$ cat config.mk
export PLATFORM = sky130hd
export DESIGN_NAME = stepper_indexer_sequencer
export DESIGN_NICKNAME = d
export VERILOG_FILES = /design/src/design/stepper_indexer_pkg.sv /design/src/design/quarter_sine.sv /design/src/design/step_jitter_filter.sv /design/src/design/stepper_indexer_sequencer.sv
export SDC_FILE = /design/constraint.sdc
export NUM_CORES = 1
export LEC_CHECK = 0
export ABC_AREA = 1
export ABC_CLOCK_PERIOD_IN_PS = 10850
export BUFFER_PORTS_ARGS = -buffer_cell sky130_fd_sc_hd__buf_2
export CORE_ASPECT_RATIO = 0.6
export CORE_MARGIN = 2
export CORE_UTILIZATION = 40
export CTS_CLUSTER_SIZE = 16
export DETAILED_ROUTE_END_ITERATION = 10
export MAX_ROUTING_LAYER = met4
export PLACE_DENSITY = 0.66
export SETUP_SLACK_MARGIN = 0.02
export SYNTH_ARGS = -nofsm -noshare
export SYNTH_HDL_FRONTEND = slang
export SYNTH_SLANG_ARGS = --single-unit
export TNS_END_PERCENT = 1
$ cat constraint.sdc
create_clock -name sys_clk -period 10.85 [get_ports sys_clk]
set_input_delay 0.5425 -clock sys_clk [delete_from_list [all_inputs] [get_ports sys_clk]]
set_output_delay 0.5425 -clock sys_clk [all_outputs]
set_load 0.01 [all_outputs]
$ cat src/design/stepper_indexer_pkg.sv
// shared constants, enumerations and carrier structs of the stepper indexer
// assumes one 50 MHz clock and a synchronous active-high reset everywhere

package stepper_indexer_pkg;

    // ------------------------------------------------------------
    // clock
    // ------------------------------------------------------------
    localparam int CLK_PERIOD_NS = 20;

    // ------------------------------------------------------------
    // electrical angle: 1024 steps per revolution, 256 per quadrant
    // ------------------------------------------------------------
    localparam int ANGLE_W = 10;
    localparam logic [9:0] HOME_ANGLE = 10'h080;
    localparam logic [9:0] FULL_STEP_OFFSET = 10'h080;

    // ------------------------------------------------------------
    // stepping mode codes
    // ------------------------------------------------------------
    localparam logic [3:0] MODE_FULL_100 = 4'h0;
    localparam logic [3:0] MODE_FULL_71 = 4'h1;
    localparam logic [3:0] MODE_HALF_NONCIRC = 4'h2;
    localparam logic [3:0] MODE_HALF = 4'h3;
    localparam logic [3:0] MODE_QUARTER = 4'h4;
    localparam logic [3:0] MODE_MICRO_256 = 4'ha;
    localparam logic [3:0] MODE_RESET = 4'h0;

    // ------------------------------------------------------------
    // current magnitudes and quarter-sine knots (nine points, 0 to 90 deg)
    // ------------------------------------------------------------
    localparam logic [7:0] FULL_SCALE = 8'hff;
    localparam logic [7:0] SINE_KNOT [0:8] = '{8'h00, 8'h32, 8'h62, 8'h8e, 8'hb4,
                                              8'hd4, 8'hec, 8'hfa, 8'hff};

    // ------------------------------------------------------------
    // jitter filter
    // ------------------------------------------------------------
    localparam logic [1:0] TOL_CODE_RESET = 2'h1;
    localparam logic [6:0] TOL_PCT_1 = 7'h01;
    localparam logic [6:0] TOL_PCT_2 = 7'h02;
    localparam logic [6:0] TOL_PCT_4 = 7'h04;
    localparam logic [6:0] TOL_PCT_6 = 7'h06;
    localparam logic [6:0] PCT_FULL = 7'h64;

    // ------------------------------------------------------------
    // indexer phase
    // ------------------------------------------------------------
    typedef enum logic [1:0] {
        IDX_HOME = 2'b01,
        IDX_AWAY = 2'b10
    } idx_phase_t;

    // ------------------------------------------------------------
    // carriers
    // ------------------------------------------------------------
    typedef struct packed {
        logic [3:0] stepMode;
        logic stepEdgeBoth;
        logic serialStepSource;
        logic serialDirSource;
        logic serialDir;
        logic jitterFilterDisable;
        logic [1:0] jitterToleranceCode;
    } stepper_cfg_t;

    typedef struct packed {
        logic [7:0] coilATablePosition;
        logic [7:0] coilBTablePosition;
        logic coilAPolarity;
        logic coilBPolarity;
        logic [7:0] coilAExpectedCurrent;
        logic homeStatusBit;
    } indexer_report_t;

    typedef struct packed {
        logic polarity;
        logic [7:0] magnitude;
    } coil_drive_t;

endpackage

$ cat src/design/quarter_sine.sv
// quarter-wave sine: magnitude = sin(90 deg * position / 256), 8 bit
// assumes a purely combinational use; piecewise-linear over nine knots
`timescale 1ns/1ps

module quarter_sine
    import stepper_indexer_pkg::*;
(
    // table position in, magnitude out
    input wire logic [7:0] position,
    output logic [7:0] magnitude
);
    logic [2:0] seg;
    logic [4:0] frac;
    logic [7:0] lo;
    logic [7:0] hi;
    logic [12:0] slope;

    // linear blend between neighbouring knots, end point pinned to full scale
    always_comb begin
        seg = position[7:5];
        frac = position[4:0];
        lo = SINE_KNOT[seg];
        hi = SINE_KNOT[4'(seg) + 4'h1]; // 4 bits so the last segment reaches knot 8
        slope = 13'({5'h00, hi - lo} * {8'h00, frac});
        if (position == 8'hff) begin
            magnitude = FULL_SCALE;
        end else begin
            magnitude = lo + slope[12:5];
        end
    end
endmodule

$ cat src/design/step_jitter_filter.sv
// step-frequency jitter filter feeding stall detection only
// assumes stepEdge is a one-cycle pulse per active edge from the indexer
`timescale 1ns/1ps

module step_jitter_filter
    import stepper_indexer_pkg::*;
#(
    parameter int PERIOD_W = 24
) (
    // clock and reset
    input wire logic sys_clk,
    input wire logic reset,
    // settings and step events
    input wire logic stepEdge,
    input wire logic jitterFilterDisable,
    input wire logic [1:0] jitterToleranceCode,
    // clean step towards stall detection
    output logic cleanStep,
    output logic [PERIOD_W-1:0] filteredPeriod
);
    typedef struct packed {
        logic valid;
        logic pulse;
        logic [PERIOD_W-1:0] count;
        logic [PERIOD_W-1:0] period;
        logic [PERIOD_W-1:0] phase;
    } filt_state_t;

    filt_state_t state_ff;
    filt_state_t nxt_state;
    logic [PERIOD_W-1:0] measured;
    logic [PERIOD_W-1:0] diff;
    logic [6:0] pct;
    logic inTol;

    // tolerance band in percent of the held period
    always_comb begin
        case (jitterToleranceCode)
            2'h0: pct = TOL_PCT_1;
            2'h1: pct = TOL_PCT_2;
            2'h2: pct = TOL_PCT_4;
            default: pct = TOL_PCT_6;
        endcase
        measured = state_ff.count + 1'b1;
        diff = (measured > state_ff.period) ? measured - state_ff.period
                                            : state_ff.period - measured;
        inTol = ((PERIOD_W+7)'(diff) * (PERIOD_W+7)'(PCT_FULL))
            <= ((PERIOD_W+7)'(state_ff.period) * (PERIOD_W+7)'(pct));
    end

    // jitter inside the band keeps the old cadence; a real change resyncs
    always_comb begin
        nxt_state = state_ff;
        nxt_state.pulse = 1'b0;
        if (~&state_ff.count) begin
            nxt_state.count = state_ff.count + 1'b1;
        end
        if (state_ff.phase + 1'b1 >= state_ff.period) begin
            nxt_state.phase = '0;
            nxt_state.pulse = state_ff.valid & ~jitterFilterDisable;
        end else begin
            nxt_state.phase = state_ff.phase + 1'b1;
        end
        if (stepEdge) begin
            nxt_state.count = '0;
            if (jitterFilterDisable | ~state_ff.valid | ~inTol) begin
                nxt_state.period = measured;
                nxt_state.phase = '0;
                nxt_state.pulse = 1'b1;
                nxt_state.valid = 1'b1;
            end
        end
        if (jitterFilterDisable) begin
            nxt_state.pulse = stepEdge; // no filtering: edges pass straight through
        end
    end

    always_ff @(posedge sys_clk) begin
        if (reset) begin
            state_ff <= '0;
        end else begin
            state_ff <= nxt_state;
        end
    end

    assign cleanStep = state_ff.pulse;
    assign filteredPeriod = state_ff.period;
endmodule

$ cat src/design/stepper_indexer_sequencer.sv
// microstepping indexer for a two-coil stepper driver
// assumes step and direction pins already synchronous to sys_clk, and
// serial register bits presented as plain ports by the serial front end
//
// Summary of operation
// - full-step 100% walks 45,135,225,315 degrees
// - non-circular half step: eight states, full magnitude
// - serial mode: rising, or both edges if selected
// - hardware mode: rising step edge only
// - each active edge moves one state
// - direction low walks tables in reverse
// - mode change lands on next valid state
// - reset homes indexer at 45 degrees, defaults
// - indexer reset bit homes, keeps other settings
// - jitter tolerance 1,2,4,6 percent or off
// - filter feeds stall detection, not the indexer
// - coil positions 0..255 with sign bits
// - coil A current is sine of position
// - sign bit one means positive current
// - quadrant ramps and signs per coil
// - open-drain home pin low at home
// - serial home status bit zero at home
// - home seen once per four full steps
// - serial step bit steps once, self-clears
// - coil A sine, coil B cosine of angle
`timescale 1ns/1ps

module stepper_indexer_sequencer
    import stepper_indexer_pkg::*;
#(
    parameter int PERIOD_W = 24
) (
    // clock and reset
    input wire logic sys_clk,
    input wire logic reset,
    // interface strap, 1 selects serial behaviour
    input wire logic interfaceSelect,
    // step and direction pins
    input wire logic stepPin,
    input wire logic dirPin,
    // serial settings and write strobes
    input wire stepper_indexer_pkg::stepper_cfg_t cfg,
    input wire logic stepBitWrite,
    input wire logic indexerResetWrite,
    // readback of indexer state
    output stepper_indexer_pkg::indexer_report_t report,
    output logic serialStepBit,
    // coil current demands
    output stepper_indexer_pkg::coil_drive_t coilAOutput,
    output stepper_indexer_pkg::coil_drive_t coilBOutput,
    // open-drain home pin
    output logic homePulseOutput,
    output logic homePulseOe,
    // towards stall detection
    output logic cleanStep,
    output logic [PERIOD_W-1:0] filteredPeriod
);
    // ------------------------------------------------------------
    // state of the module
    // ------------------------------------------------------------
    typedef struct packed {
        idx_phase_t phase;
        logic serialMode;
        logic stepPinDly;
        logic stepBit;
        logic [ANGLE_W-1:0] angle;
        indexer_report_t report;
        coil_drive_t coilA;
        coil_drive_t coilB;
        logic homeOe;
    } core_state_t;

    core_state_t state_ff;
    core_state_t nxt_state;

    // ------------------------------------------------------------
    // mode decoding
    // ------------------------------------------------------------

    // distance between valid states of a mode, in 1/1024 revolution
    function automatic logic [ANGLE_W-1:0] stepSize(input logic [3:0] mode);
        logic [ANGLE_W-1:0] size;
        size = 10'h001;
        case (mode)
            MODE_FULL_100: size = 10'h100;
            MODE_FULL_71: size = 10'h100;
            MODE_HALF_NONCIRC: size = 10'h080;
            MODE_HALF: size = 10'h080;
            default: begin
                // 1/4 upward: each code halves the step
                if (mode >= MODE_QUARTER && mode <= MODE_MICRO_256) begin
                    size = 10'h040 >> (mode - MODE_QUARTER);
                end else begin
                    size = 10'h001; // unused codes fall back to the finest table
                end
            end
        endcase
        return size;
    endfunction

    // full-step tables sit on the diagonals, all others start at 0 degrees
    function automatic logic [ANGLE_W-1:0] gridOffset(input logic [3:0] mode);
        logic [ANGLE_W-1:0] off;
        off = '0;
        if (mode == MODE_FULL_100 || mode == MODE_FULL_71) begin
            off = FULL_STEP_OFFSET;
        end
        return off;
    endfunction

    // square tables drive plus or minus full scale, or zero
    function automatic logic squareTable(input logic [3:0] mode);
        return (mode == MODE_FULL_100) || (mode == MODE_HALF_NONCIRC);
    endfunction

    // next valid state in the walking direction; an off-grid angle left
    // behind by a mode change snaps to the nearest grid point ahead
    function automatic logic [ANGLE_W-1:0] nextAngle(input logic [ANGLE_W-1:0] angle,
                                                     input logic [3:0] mode,
                                                     input logic fwd);
        logic [ANGLE_W-1:0] size;
        logic [ANGLE_W-1:0] off;
        logic [ANGLE_W-1:0] rel;
        logic [ANGLE_W-1:0] base;
        size = stepSize(mode);
        off = gridOffset(mode);
        rel = angle - off;
        base = rel & ~(size - 10'h001);
        if (fwd) begin
            nextAngle = base + size + off;
        end else if (base == rel) begin
            nextAngle = base - size + off;
        end else begin
            nextAngle = base + off;
        end
    endfunction

    // ------------------------------------------------------------
    // step and direction sources
    // ------------------------------------------------------------
    logic serialMode;
    logic stepRise;
    logic stepFall;
    logic activeEdge;
    logic dirForward;
    logic homeRequest;
    logic [ANGLE_W-1:0] targetAngle;

    assign serialMode = state_ff.serialMode;
    assign stepRise = stepPin & ~state_ff.stepPinDly;
    assign stepFall = ~stepPin & state_ff.stepPinDly;

    // pick the active edge; serial bits are ignored in hardware mode
    always_comb begin
        if (serialMode && cfg.serialStepSource) begin
            activeEdge = state_ff.stepBit;
        end else if (serialMode) begin
            activeEdge = stepRise | (cfg.stepEdgeBoth & stepFall);
        end else begin
            activeEdge = stepRise;
        end
        if (serialMode && cfg.serialDirSource) begin
            dirForward = cfg.serialDir;
        end else begin
            dirForward = dirPin;
        end
    end

    // software indexer reset outranks a step in the same cycle
    assign homeRequest = serialMode & indexerResetWrite;

    always_comb begin
        if (homeRequest) begin
            targetAngle = HOME_ANGLE;
        end else if (activeEdge) begin
            targetAngle = nextAngle(state_ff.angle, cfg.stepMode, dirForward);
        end else begin
            targetAngle = state_ff.angle;
        end
    end

    // ------------------------------------------------------------
    // table positions and signs of the target angle
    // ------------------------------------------------------------
    logic [1:0] quadrant;
    logic [7:0] offsetInQuad;
    logic [7:0] posA;
    logic [7:0] posB;
    logic signA;
    logic signB;
    logic [7:0] sineA;
    logic [7:0] sineB;

    // odd quadrants ramp coil A down and coil B up
    always_comb begin
        quadrant = targetAngle[9:8];
        offsetInQuad = targetAngle[7:0];
        posA = quadrant[0] ? ~offsetInQuad : offsetInQuad;
        posB = quadrant[0] ? offsetInQuad : ~offsetInQuad;
        signA = ~quadrant[1];
        signB = (quadrant == 2'h0) || (quadrant == 2'h3);
    end

    // coil A follows the sine of the angle, coil B its cosine
    quarter_sine sineOfA (
        .position(posA),
        .magnitude(sineA)
    );

    quarter_sine sineOfB (
        .position(posB),
        .magnitude(sineB)
    );

    // ------------------------------------------------------------
    // next state
    // ------------------------------------------------------------
    always_comb begin
        nxt_state = state_ff;
        nxt_state.stepPinDly = stepPin;
        // self-clearing step bit; a new write wins over the clear
        nxt_state.stepBit = stepBitWrite & serialMode;
        nxt_state.angle = targetAngle;

        // readback, latched together with the angle
        nxt_state.report.coilATablePosition = posA;
        nxt_state.report.coilBTablePosition = posB;
        nxt_state.report.coilAPolarity = signA;
        nxt_state.report.coilBPolarity = signB;
        nxt_state.report.coilAExpectedCurrent = sineA;

        // drive demand; square tables snap nonzero coils to full scale
        nxt_state.coilA.polarity = signA;
        nxt_state.coilB.polarity = signB;
        if (squareTable(cfg.stepMode)) begin
            nxt_state.coilA.magnitude = (sineA == 8'h00) ? 8'h00 : FULL_SCALE;
            nxt_state.coilB.magnitude = (sineB == 8'h00) ? 8'h00 : FULL_SCALE;
        end else begin
            nxt_state.coilA.magnitude = sineA;
            nxt_state.coilB.magnitude = sineB;
        end

        // home tracking: exact 45 degree state only, once per revolution
        case (state_ff.phase)
            IDX_HOME: begin
                if (targetAngle != HOME_ANGLE) begin
                    nxt_state.phase = IDX_AWAY;
                end
            end
            IDX_AWAY: begin
                if (targetAngle == HOME_ANGLE) begin
                    nxt_state.phase = IDX_HOME;
                end
            end
            default: nxt_state.phase = IDX_HOME;
        endcase
        nxt_state.homeOe = (targetAngle == HOME_ANGLE);
        // status bit reads 0 at home; hardware mode leaves it idle high
        nxt_state.report.homeStatusBit = ~(serialMode & (targetAngle == HOME_ANGLE));
    end

    // ------------------------------------------------------------
    // registers
    // ------------------------------------------------------------

    // power-up, undervoltage exit and wake all arrive as reset: home and
    // defaults; the strap is caught while reset is held and then frozen
    always_ff @(posedge sys_clk) begin
        if (reset) begin
            state_ff.phase <= IDX_HOME;
            state_ff.serialMode <= interfaceSelect;
            state_ff.stepPinDly <= 1'b0;
            state_ff.stepBit <= 1'b0;
            state_ff.angle <= HOME_ANGLE;
            state_ff.report.coilATablePosition <= HOME_ANGLE[7:0];
            state_ff.report.coilBTablePosition <= ~HOME_ANGLE[7:0];
            state_ff.report.coilAPolarity <= 1'b1;
            state_ff.report.coilBPolarity <= 1'b1;
            state_ff.report.coilAExpectedCurrent <= SINE_KNOT[4]; // about 71 percent
            state_ff.report.homeStatusBit <= ~interfaceSelect;
            state_ff.coilA <= '{polarity: 1'b1, magnitude: SINE_KNOT[4]};
            state_ff.coilB <= '{polarity: 1'b1, magnitude: SINE_KNOT[4]};
            state_ff.homeOe <= 1'b1;
        end else begin
            state_ff <= nxt_state;
        end
    end

    // ------------------------------------------------------------
    // stall-detection step filter
    // ------------------------------------------------------------

    // sees the same active edges as the indexer but never steers it
    step_jitter_filter #(
        .PERIOD_W(PERIOD_W)
    ) stallStepFilter (
        .sys_clk(sys_clk),
        .reset(reset),
        .stepEdge(activeEdge & ~homeRequest),
        .jitterFilterDisable(cfg.jitterFilterDisable),
        .jitterToleranceCode(cfg.jitterToleranceCode),
        .cleanStep(cleanStep),
        .filteredPeriod(filteredPeriod)
    );

    // ------------------------------------------------------------
    // outputs
    // ------------------------------------------------------------

    // open drain: only ever pulls low, released otherwise
    assign homePulseOutput = 1'b0;
    assign homePulseOe = state_ff.homeOe;
    assign report = state_ff.report;
    assign serialStepBit = state_ff.stepBit;
    assign coilAOutput = state_ff.coilA;
    assign coilBOutput = state_ff.coilB;
endmodule

# Word-level counts from Yosys, hierarchy flattened
# Memories as Yosys holds them, arrays and structs flattened.
# Cells that the tools add are included.
dict set report word_totals {
  mem_count 4
  ff_bits 131
  mem_bits_ro 512
  out_inout_bits 73
  elab_cells 147
}
# memory words width read_ports rd_ports_with_merged_regs wr line
set memory_table {}
lappend memory_table {{(no name shown)} 16 8 1 0 0 quarter_sine.sv:22} ;# lo = SINE_KNOT[seg];
lappend memory_table {{(no name shown)} 16 8 1 0 0 quarter_sine.sv:23} ;# hi = SINE_KNOT[4'(seg) + 4'h1];
lappend memory_table {{(no name shown)} 16 8 1 0 0 quarter_sine.sv:22}
lappend memory_table {{(no name shown)} 16 8 1 0 0 quarter_sine.sv:23}
dict set report op_classes {
  bitwise 27
  order_cmp 9
  n_mul 4
  n_reduce_logical 16
  n_mux 40
  addsub 18
  eq_ne 10
  shifts 1
}
# cell count
set op_table {}
lappend op_table {{8-bit two-way mux} 17}
lappend op_table {{10-bit two-way mux} 9}
lappend op_table {{73-bit two-way mux} 1}
lappend op_table {{24-bit two-way mux} 3}
lappend op_table {{24-bit by 1-bit adder with 24-bit output, second input constant} 2}
lappend op_table {{48-bit two-way mux} 1}
lappend op_table {{24-bit subtractor} 2}
lappend op_table {{10-bit adder} 4}
lappend op_table {{31-bit less-or-equal comparator} 1}
lappend op_table {{24-bit by 5-bit multiplier with 29-bit output, second input constant} 1}
lappend op_table {{24-bit by 3-bit multiplier with 27-bit output} 1}
lappend op_table {{8-bit by 5-bit multiplier with 13-bit output} 2}
lappend op_table {{24-bit >= comparator} 1}
lappend op_table {{24-bit > comparator} 1}
lappend op_table {{24-bit AND reduction} 1}
lappend op_table {{20-bit two-way mux} 1}
lappend op_table {{10-bit case mux with 2 select lines} 1}
lappend op_table {{10-bit subtractor} 2}
lappend op_table {{8-bit adder} 2}
lappend op_table {{8-bit equality test, second input constant} 2}
lappend op_table {{8-bit logical NOT} 2}
lappend op_table {{8-bit subtractor} 2}
lappend op_table {{10-bit AND} 1}
lappend op_table {{10-bit equality test} 1}
lappend op_table {{28 further kinds} 64}

# Depth between registers and ports, before layout
# Gate-level depths: netlist of the first run.
dict set report depth {
  depth_word 32
  mapped_depth 69
}

# Hierarchy
# From an unflattened synthesis of the first run, not the netlist that was laid out.
dict set report unflattened {
  hier_cells 3222
  hier_area_um2 21231.6
}
# module cells_per_inst n_inst area_per_inst_um2
set modules_own_cells {}
lappend modules_own_cells {step_jitter_filter 1986 1 12787.3}
lappend modules_own_cells {stepper_indexer_sequencer 590 1 4219.0}
lappend modules_own_cells {{quarter_sine (sineOfB)} 322 1 2113.3}
lappend modules_own_cells {{quarter_sine (sineOfA)} 324 1 2112.0}

# Least setup slack after synthesis of the first run
# No wires, ideal clock.
dict set report synth_timing {
  path_kind {in2reg}
  startpoint {in cfg[9] in the netlist's numbering}
  endpoint {reg state_ff (netlist bit coilBOutput[2])}
  setup_ns 0.134
  path_stages 62
  slack_ns 0.637
  arrival_ns 10.080
  path_buffers 2
  path_cell_list {inv_1 ha_1 inv_1 nor2_1 nand2_1 a21oi_2 inv_2 ha_1 nand3_1 nand2_1 nand2_1 nor2_1 ha_1 inv_1 ha_1 nand2_1 nand2_1 a21oi_1 [... 26 more ...] ha_1 clkbuf_1 a21oi_1 o21ai_0 nor2_1 xnor2_1 ha_1 a31oi_1 o21ai_0 a21oi_1 xor2_1 inv_1 nand3_1 nand2_1 nor2_1 nand2_1 nand2_2 nand3_1}
}
# item line
set synth_rtl {}
lappend synth_rtl {{start, declared} stepper_indexer_sequencer.sv:42} ;# input wire stepper_indexer_pkg::stepper_cfg_t cfg,
lappend synth_rtl {{end signal, assigned} stepper_indexer_sequencer.sv:285} ;# state_ff <= nxt_state;
lappend synth_rtl {{end, declared} stepper_indexer_sequencer.sv:73} ;# core_state_t state_ff;

# Worst setup path after layout of the first run
dict set report layout_timing {
  startpoint {reg stallStepFilter.state_ff[48] in the netlist's numbering}
  endpoint {reg stallStepFilter.state_ff (netlist bit stallStepFilter.filteredPeriod[10])}
}
dict set report layout_between {
  elab_chain_cells 8
}
# item line
set layout_lines {}
lappend layout_lines {{start, declared} step_jitter_filter.sv:29} ;# filt_state_t state_ff;
lappend layout_lines {{start signal, assigned} step_jitter_filter.sv:82} ;# state_ff <= nxt_state;
lappend layout_lines {{24-bit by 1-bit adder with 24-bit output (*)} step_jitter_filter.sv:44} ;# measured = state_ff.count + 1'b1;
lappend layout_lines {{via stallStepFilter.measured[15]} step_jitter_filter.sv:31} ;# logic [PERIOD_W-1:0] measured;
lappend layout_lines {{24-bit subtractor, or another cell as far along} step_jitter_filter.sv:46} ;# : state_ff.period - measured;
lappend layout_lines {{24-bit two-way mux (*)} step_jitter_filter.sv:45} ;# diff = (measured > state_ff.period) ? measured - state_ff.period
lappend layout_lines {{24-bit by 5-bit multiplier with 29-bit output (*)} step_jitter_filter.sv:47} ;# inTol = ((PERIOD_W+7)'(diff) * (PERIOD_W+7)'(PCT_FULL))
lappend layout_lines {{31-bit less-or-equal comparator (*)} step_jitter_filter.sv:48} ;# <= ((PERIOD_W+7)'(state_ff.period) * (PERIOD_W+7)'(pct));
lappend layout_lines {{1-bit NOT (*)} step_jitter_filter.sv:66} ;# if (jitterFilterDisable | ~state_ff.valid | ~inTol) begin
lappend layout_lines {{1-bit bitwise OR (*)} step_jitter_filter.sv:66}
lappend layout_lines {{2-bit AND reduction (no source line) (*)} n/a}
# Mark *: on every way through the listed nets, which the timed path passes. The rest lies on a longest branch.
# A chain may end at the register's enable or synchronous reset.

==> impl_results.md, run 1 <==
- Arr. time, crit path: 10.58 ns
- Antenna violations before repair: 1
- Iter 0 DRT Violations: 1470
- Via-to-Cell Ratio: 5.12
- Post-Syn Instances: 2702
- Hold-fix buffers, CTS: 0
- Crit path launch type: flip-flop
- Synth Net Count: 3125
- Final hold violation count: 0
- Worst Path Buf+Inv: 11
- Fmax: 97.8 MHz
- DRC Markers: 0
- Root buffer cell: clkbuf_16
- Mean area per synthesized cell: 6.98 µm²
- Largest net degree at the start of global routing: 43
- Dpl hpwl: 45000 µm
- Die X: 284 µm
- First-pass GRT wire length: 85800 µm
- Total Routing Usage GR: 0.226
- Number of synthesized flops with an enable pin: 1
- Worst Hold Depth: 1
- Synth warnings: 0
- Routed WL: 53700 µm
- Worst min path class: in -> reg
- Detailed Routing Iterations Pass 1: 6
- Relative slew margins: 0.187
- Clk slew on worst S/H paths: 0.08 ns
- TritonCTS Buffers: 17
- Die area: 49000 µm²
- Layout cells sized above 1: 0.101
- Initial Utilization: 0.407
- Clock skew: 0.0173 ns
- Number of max-cap violations: 0
- Setup Crit Path Kind: reg -> reg
- Number of synthesized register bits: 131
- Mapped Area: 18900 µm²
- Status: finished clean
- # fillers: 4744
- Final setup viols: 0
- Area grow syn2layout: 8.33%
- Setup TNS: 0 ns
- Total gr overflow: 0
- Max-slew violation count: 0
- Synth cell types: 61
- DR vias: 17301
- Critical Path RT: 11.20 ns
- Routability congestion estimate: 0.976
- Row count: 61
- Clk buf depth: 2
- Crit-path slowest cell: fa_1
- Multi-input logic area: 13800 µm²
- Period utilization: 0.942
- Final net count: 3160
- TritonCTS Sinks: 131
- Worst Tran Pin Value: 1.22 ns
- WL per Instance: 15.9 µm
- CTS HTree Levels: 4
- Top Family by Delay on Critical Path: simple AND/OR/NAND/NOR gates
- IO Port Bufs: 89
- Die Y: 172 µm
- Vias in the first global route: 16093
- R2R cell count: 55
- Unrepaired setup endpoints after global routing: yes
- Final Critical Period: 10.22 ns
- Core region area: 46400 µm²
- Commonest register cell after synthesis: dfxtp_1
- Reg area: 2630 µm²
- Async SR Flop Fraction: 0
- WP depth: 55
- Worst setup EP type: flip-flop
- Sequential fraction of the synthesis area: 0.139
- Critical path peak fanout: 17
- CTS tree: built
- Antenna Nets Post-Route: 0
- # IOs: 91
- CP max stage delay: 0.53 ns
- Clk_lat worst skew: 0.46 ns
==> layout make-up <==
type / instances / area share
tap: 630 / 0.0386
antenna: 1 / 0.000122
timing repair buffer: 133 / 0.0389
clock buffer: 17 / 0.0208
inverter: 505 / 0.0930
clock inverter: 15 / 0.00728
multi-input combinational: 1949 / 0.673
sequential: 131 / 0.129
==> cell usage after synthesis (all sizes together) (2+ instances only) <==
| cell | number | area, µm² |
|---|---|---|
| xor2 | 107 | 971 |
| nand2 | 477 | 1860 |
| dfxtp | 130 | 2600 |
| nor4 | 10 | 62.6 |
| fa | 84 | 1680 |
| clkinv | 4 | 15.0 |
| mux2i | 4 | 40.0 |
| o21ai | 99 | 495 |
| o21bai | 8 | 63.8 |
| o21a | 8 | 60.1 |
| xnor2 | 48 | 420 |
| o221ai | 7 | 61.3 |
| inv | 501 | 1880 |
| nand4 | 32 | 206 |
| nor2 | 302 | 1160 |
| buf | 88 | 663 |
| a221o | 2 | 20.0 |
| or2 | 18 | 113 |
| and2 | 2 | 13.8 |
| a31oi | 9 | 56.3 |
| nand3 | 124 | 671 |
| ha | 321 | 4020 |
| o211ai | 15 | 118 |
| a21o | 15 | 113 |
| o2111ai | 2 | 17.5 |
| a21boi | 2 | 15.0 |
| clkbuf | 29 | 109 |
| a211oi | 11 | 82.6 |
| nor3 | 18 | 90.1 |
| a221oi | 3 | 26.3 |
| a21oi | 212 | 1070 |
==> cell families (layout without fill, tap and decap cells) <==
family,after synthesis,after routing,share of synthesized area
AND/OR/NAND/NOR,985,985,0.222
AO/OA/AOI/OAI,399,399,0.119
XOR/XNOR,155,155,0.0737
other,1,2,0.000199
multiplexers,4,4,0.00212
buffers and inverters,622,670,0.141
flip-flops,131,131,0.139
adder cells (fa/ha/maj),405,405,0.302
==> through the flow <==
step	hold WS, ns	cell area [µm²]	utilization	std cells	worst slack [ns]
floorplan	0.429	18900	-	2702	0.637
global placement	0.443	19600	0.422	3338	0.159
detailed placement	0.456	19600	0.422	3338	-0.224
CTS	0.264	20200	0.435	3370	0.231
global route	0.261	20400	0.441	3381	-0.107
finish	0.283	20400	0.441	3381	0.628
==> what timing repair did <==
item	CTS	global route
resized for setup	0	58
setup endpoints to repair	0	68
setup buffers	0	10
==> worst register-to-register path, delay by kind of cell (launching register included) <==
family	cells	cell delay, ns
fa+ha+maj	6	2.16
xor+xnor	3	0.74
flops	1	0.44
compound gates	9	1.66
simple gates	26	3.95
buf+inv	11	1.14
==> flip-flops by register name, indices dropped and copies added (netlist names) <==
register / flops
stallStepFilter.state_ff: 49
stallStepFilter.filteredPeriod: 24
report: 25
homePulseOe: 1
serialStepBit: 1
serialMode: 1
stallStepFilter.cleanStep: 1
coilBOutput: 9
coilAOutput: 9
state_ff: 11
==> cell usage in the layout, fill, tap and decap left out, drive strengths merged, types with 3 or more instances in the layout <==
cell type  instances
nor3              18
o211ai            15
ha               321
o21ai             99
nor4              10
o21bai             8
inv              515
a221oi             3
or2               18
a21o              15
o221ai             7
nor2             302
nand3            124
dfxtp            130
a211oi            11
fa                84
clkinv             4
o21a               8
a21oi            212
mux2i              4
buf              133
clkbuf            17
a31oi              9
nand2            477
nand4             32
xnor2             48
xor2             107
==> path summary, 6_finish.rpt <==
check / startpoint / endpoint / slack (ns)
worst min-delay path: interfaceSelect / serialMode$_DFFE_PP_ / 0.28
worst max-delay path: stallStepFilter.state_ff[48]$_SDFFE_PP0N_ / stallStepFilter.filteredPeriod[10]$_SDFFE_PP0P_ / 0.63
worst max register to register: stallStepFilter.state_ff[48]$_SDFFE_PP0N_ / stallStepFilter.filteredPeriod[10]$_SDFFE_PP0P_ / 0.63
worst min register to register: stallStepFilter.state_ff[73]$_SDFFE_PP0P_ / stallStepFilter.state_ff[73]$_SDFFE_PP0P_ / 0.47
==> layer usage <==
| layer | global-route usage | up-vias | part of all wire |
|---|---|---|---|
| met1 | 0.342 | 8127 | 0.53 |
| met2 | 0.301 | 527 | 0.38 |
| li1 | - | 8620 | - |
| met4 | 0.0330 | 0 | 0.0077 |
| met3 | 0.0567 | 27 | 0.085 |
| met5 | - | - | 0 |
Power of run 1 is left out: the tool's default activity adds up to more than one toggle a clock period on the data nets, which glitch-free logic cannot reach.
==> inputs of run 2 (changes only) <==
- CORE_MARGIN: 2 -> default
==> run 2 against run 1 <==
Net effect:
- cell area increased by 0.56%
- cell count increased by 0.27%
- first-iteration DRC count decreased by 0.14%
==> impl_results.md, run 2 (synthesis gave the netlist of run 1 again) <==
- Die Y: 170 µm
- Dpl hpwl: 45500 µm
- Largest net degree at the start of global routing: 43
- Total Routing Usage GR: 0.235
- Routed WL: 54200 µm
- Detailed Routing Iterations Pass 1: 6
- Total gr overflow: 0
- Reg-to-Reg Start: stallStepFilter.state_ff[48]$_SDFFE_PP0N_
- Critical path peak fanout: 22
- Worst Tran Pin Value: 1.26 ns
- CTS HTree Levels: 4
- Initial Utilization: 0.407
- Hold_ws: 0.302 ns
- Critical Path RT: 11.19 ns
- Period utilization: 0.935
- Most frequent cells in the layout: inv_1 (489), nand2_1 (454), ha_1 (317), nor2_1 (288), a21oi_1 (204)
- # fillers: 4760
- Worst R2R Setup Slack: 0.71 ns
- Launch point of the worst path: stallStepFilter.state_ff[48]$_SDFFE_PP0N_
- Worst setup path end: stallStepFilter.filteredPeriod[5]$_SDFFE_PP0P_
- Routability congestion estimate: 0.981
- TritonCTS Sinks: 131
- R2R cell count: 49
- CTS tree: built
- DR vias: 17295
- Arr. time, crit path: 10.49 ns
- Worst setup EP type: flip-flop
- Final setup viols: 0
- Finished Layout Cells: 3390
- TritonCTS Buffers: 17
- Pre-CTS setup slack: -0.0483 ns
- # IOs: 91
- Die X: 282 µm
- Final net count: 3169
- R2r endpoint: stallStepFilter.filteredPeriod[5]$_SDFFE_PP0P_
- Final core utilization: 0.443
- Number of max-cap violations: 0
- Setup Crit Path Kind: reg -> reg
- DRC Markers: 0
- Final hold violation count: 0
- Fmax: 98.6 MHz
- CP max stage delay: 0.53 ns
- Row count: 61
- Core region area: 46400 µm²
- Clock skew: 0.0114 ns
- Clk_lat worst skew: 0.45 ns
- Via-to-Cell Ratio: 5.10
- Clk slew on worst S/H paths: 0.07 ns
- Commonest non-fill, non-tap cell in the layout: inv_1
- Clk buf depth: 2
- IO Port Bufs: 89
- Crit path launch type: flip-flop
- Area grow syn2layout: 8.94%
- Max FFs per register: 49
- Die area: 48100 µm²
- Final Critical Period: 10.14 ns
- Antenna Nets Post-Route: 0
- Unrepaired setup endpoints after global routing: yes
- Crit-path slowest cell: fa_1
- Vias in the first global route: 16094
- Hold-fix buffers, CTS: 0
- Layout cells sized above 1: 0.104
- Iter 0 DRT Violations: 1468
- First-pass GRT wire length: 86500 µm
- Worst min path class: in -> reg
- Relative slew margins: 0.161
- WL per Instance: 16.0 µm
- Status: finished clean
- Antenna violations before repair: 1
- Largest Register: stallStepFilter.state_ff
- Max-slew violation count: 0
- Setup WS post-layout: 0.708 ns
- Root buffer cell: clkbuf_16
- Post-placement cell count: 3340
==> run 2: timing repair <==
| action | CTS | global route |
|---|---|---|
| endpoints found under the setup margin | 46 | 68 |
| gates cloned | 0 | 0 |
| resized for setup | 2 | 59 |
| setup buffers | 0 | 17 |
| pin swaps | 0 | 12 |
==> run 2: area by class of cell <==
cell class                      count  area, µm²  area share
Antenna cell                        1       2.50    0.000122
Clock inverter                     15        144     0.00700
Timing Repair Buffer              142        872      0.0424
Clock buffer                       17        425      0.0207
Sequential cell                   131       2630       0.128
Tap cell                          630        788      0.0383
Multi-Input combinational cell   1949      13800       0.671
Inverter                          505       1910      0.0927
==> run 2: worst min path at each step <==
| stage | startpoint | end | depth (start not counted) |
|---|---|---|---|
| floorplan | stallStepFilter.state_ff[0]$_SDFF_PP0_ | stallStepFilter.state_ff[0]$_SDFF_PP0_ | 1 |
| global placement | stallStepFilter.state_ff[0]$_SDFF_PP0_ | stallStepFilter.state_ff[0]$_SDFF_PP0_ | 1 |
| detailed placement | stallStepFilter.state_ff[0]$_SDFF_PP0_ | stallStepFilter.state_ff[0]$_SDFF_PP0_ | 1 |
| CTS | interfaceSelect | serialMode$_DFFE_PP_ | 1 |
| global route | interfaceSelect | serialMode$_DFFE_PP_ | 1 |
| finish | interfaceSelect | serialMode$_DFFE_PP_ | 1 |
==> run 2: critical path: cells and delay by family (launching register included) <==
family          cells  cell delay, ns
fa+ha+maj           7            2.36
buf+inv            11            1.37
compound gates      5            1.24
flops               1            0.44
xor+xnor            3            0.58
simple gates       23            4.01
==> run 2: through the flow <==
stage               instance area [µm²]  TNS, ns
detailed placement                19600   -0.244
global placement                  19600        0
floorplan                         18900        0
finish                            20600        0
CTS                               20200        0
global route                      20600   -0.794
==> run 2: layer usage <==
layer / vias up / GRT usage / wire length, µm
met1: 8054 / 0.360 / 28800
met3: 42 / 0.0645 / 4530
li1: 8649 / - / -
met4: 0 / 0.0367 / 692
met2: 550 / 0.298 / 20200
met5: - / - / 0
Power of run 2 is left out for the same reason.
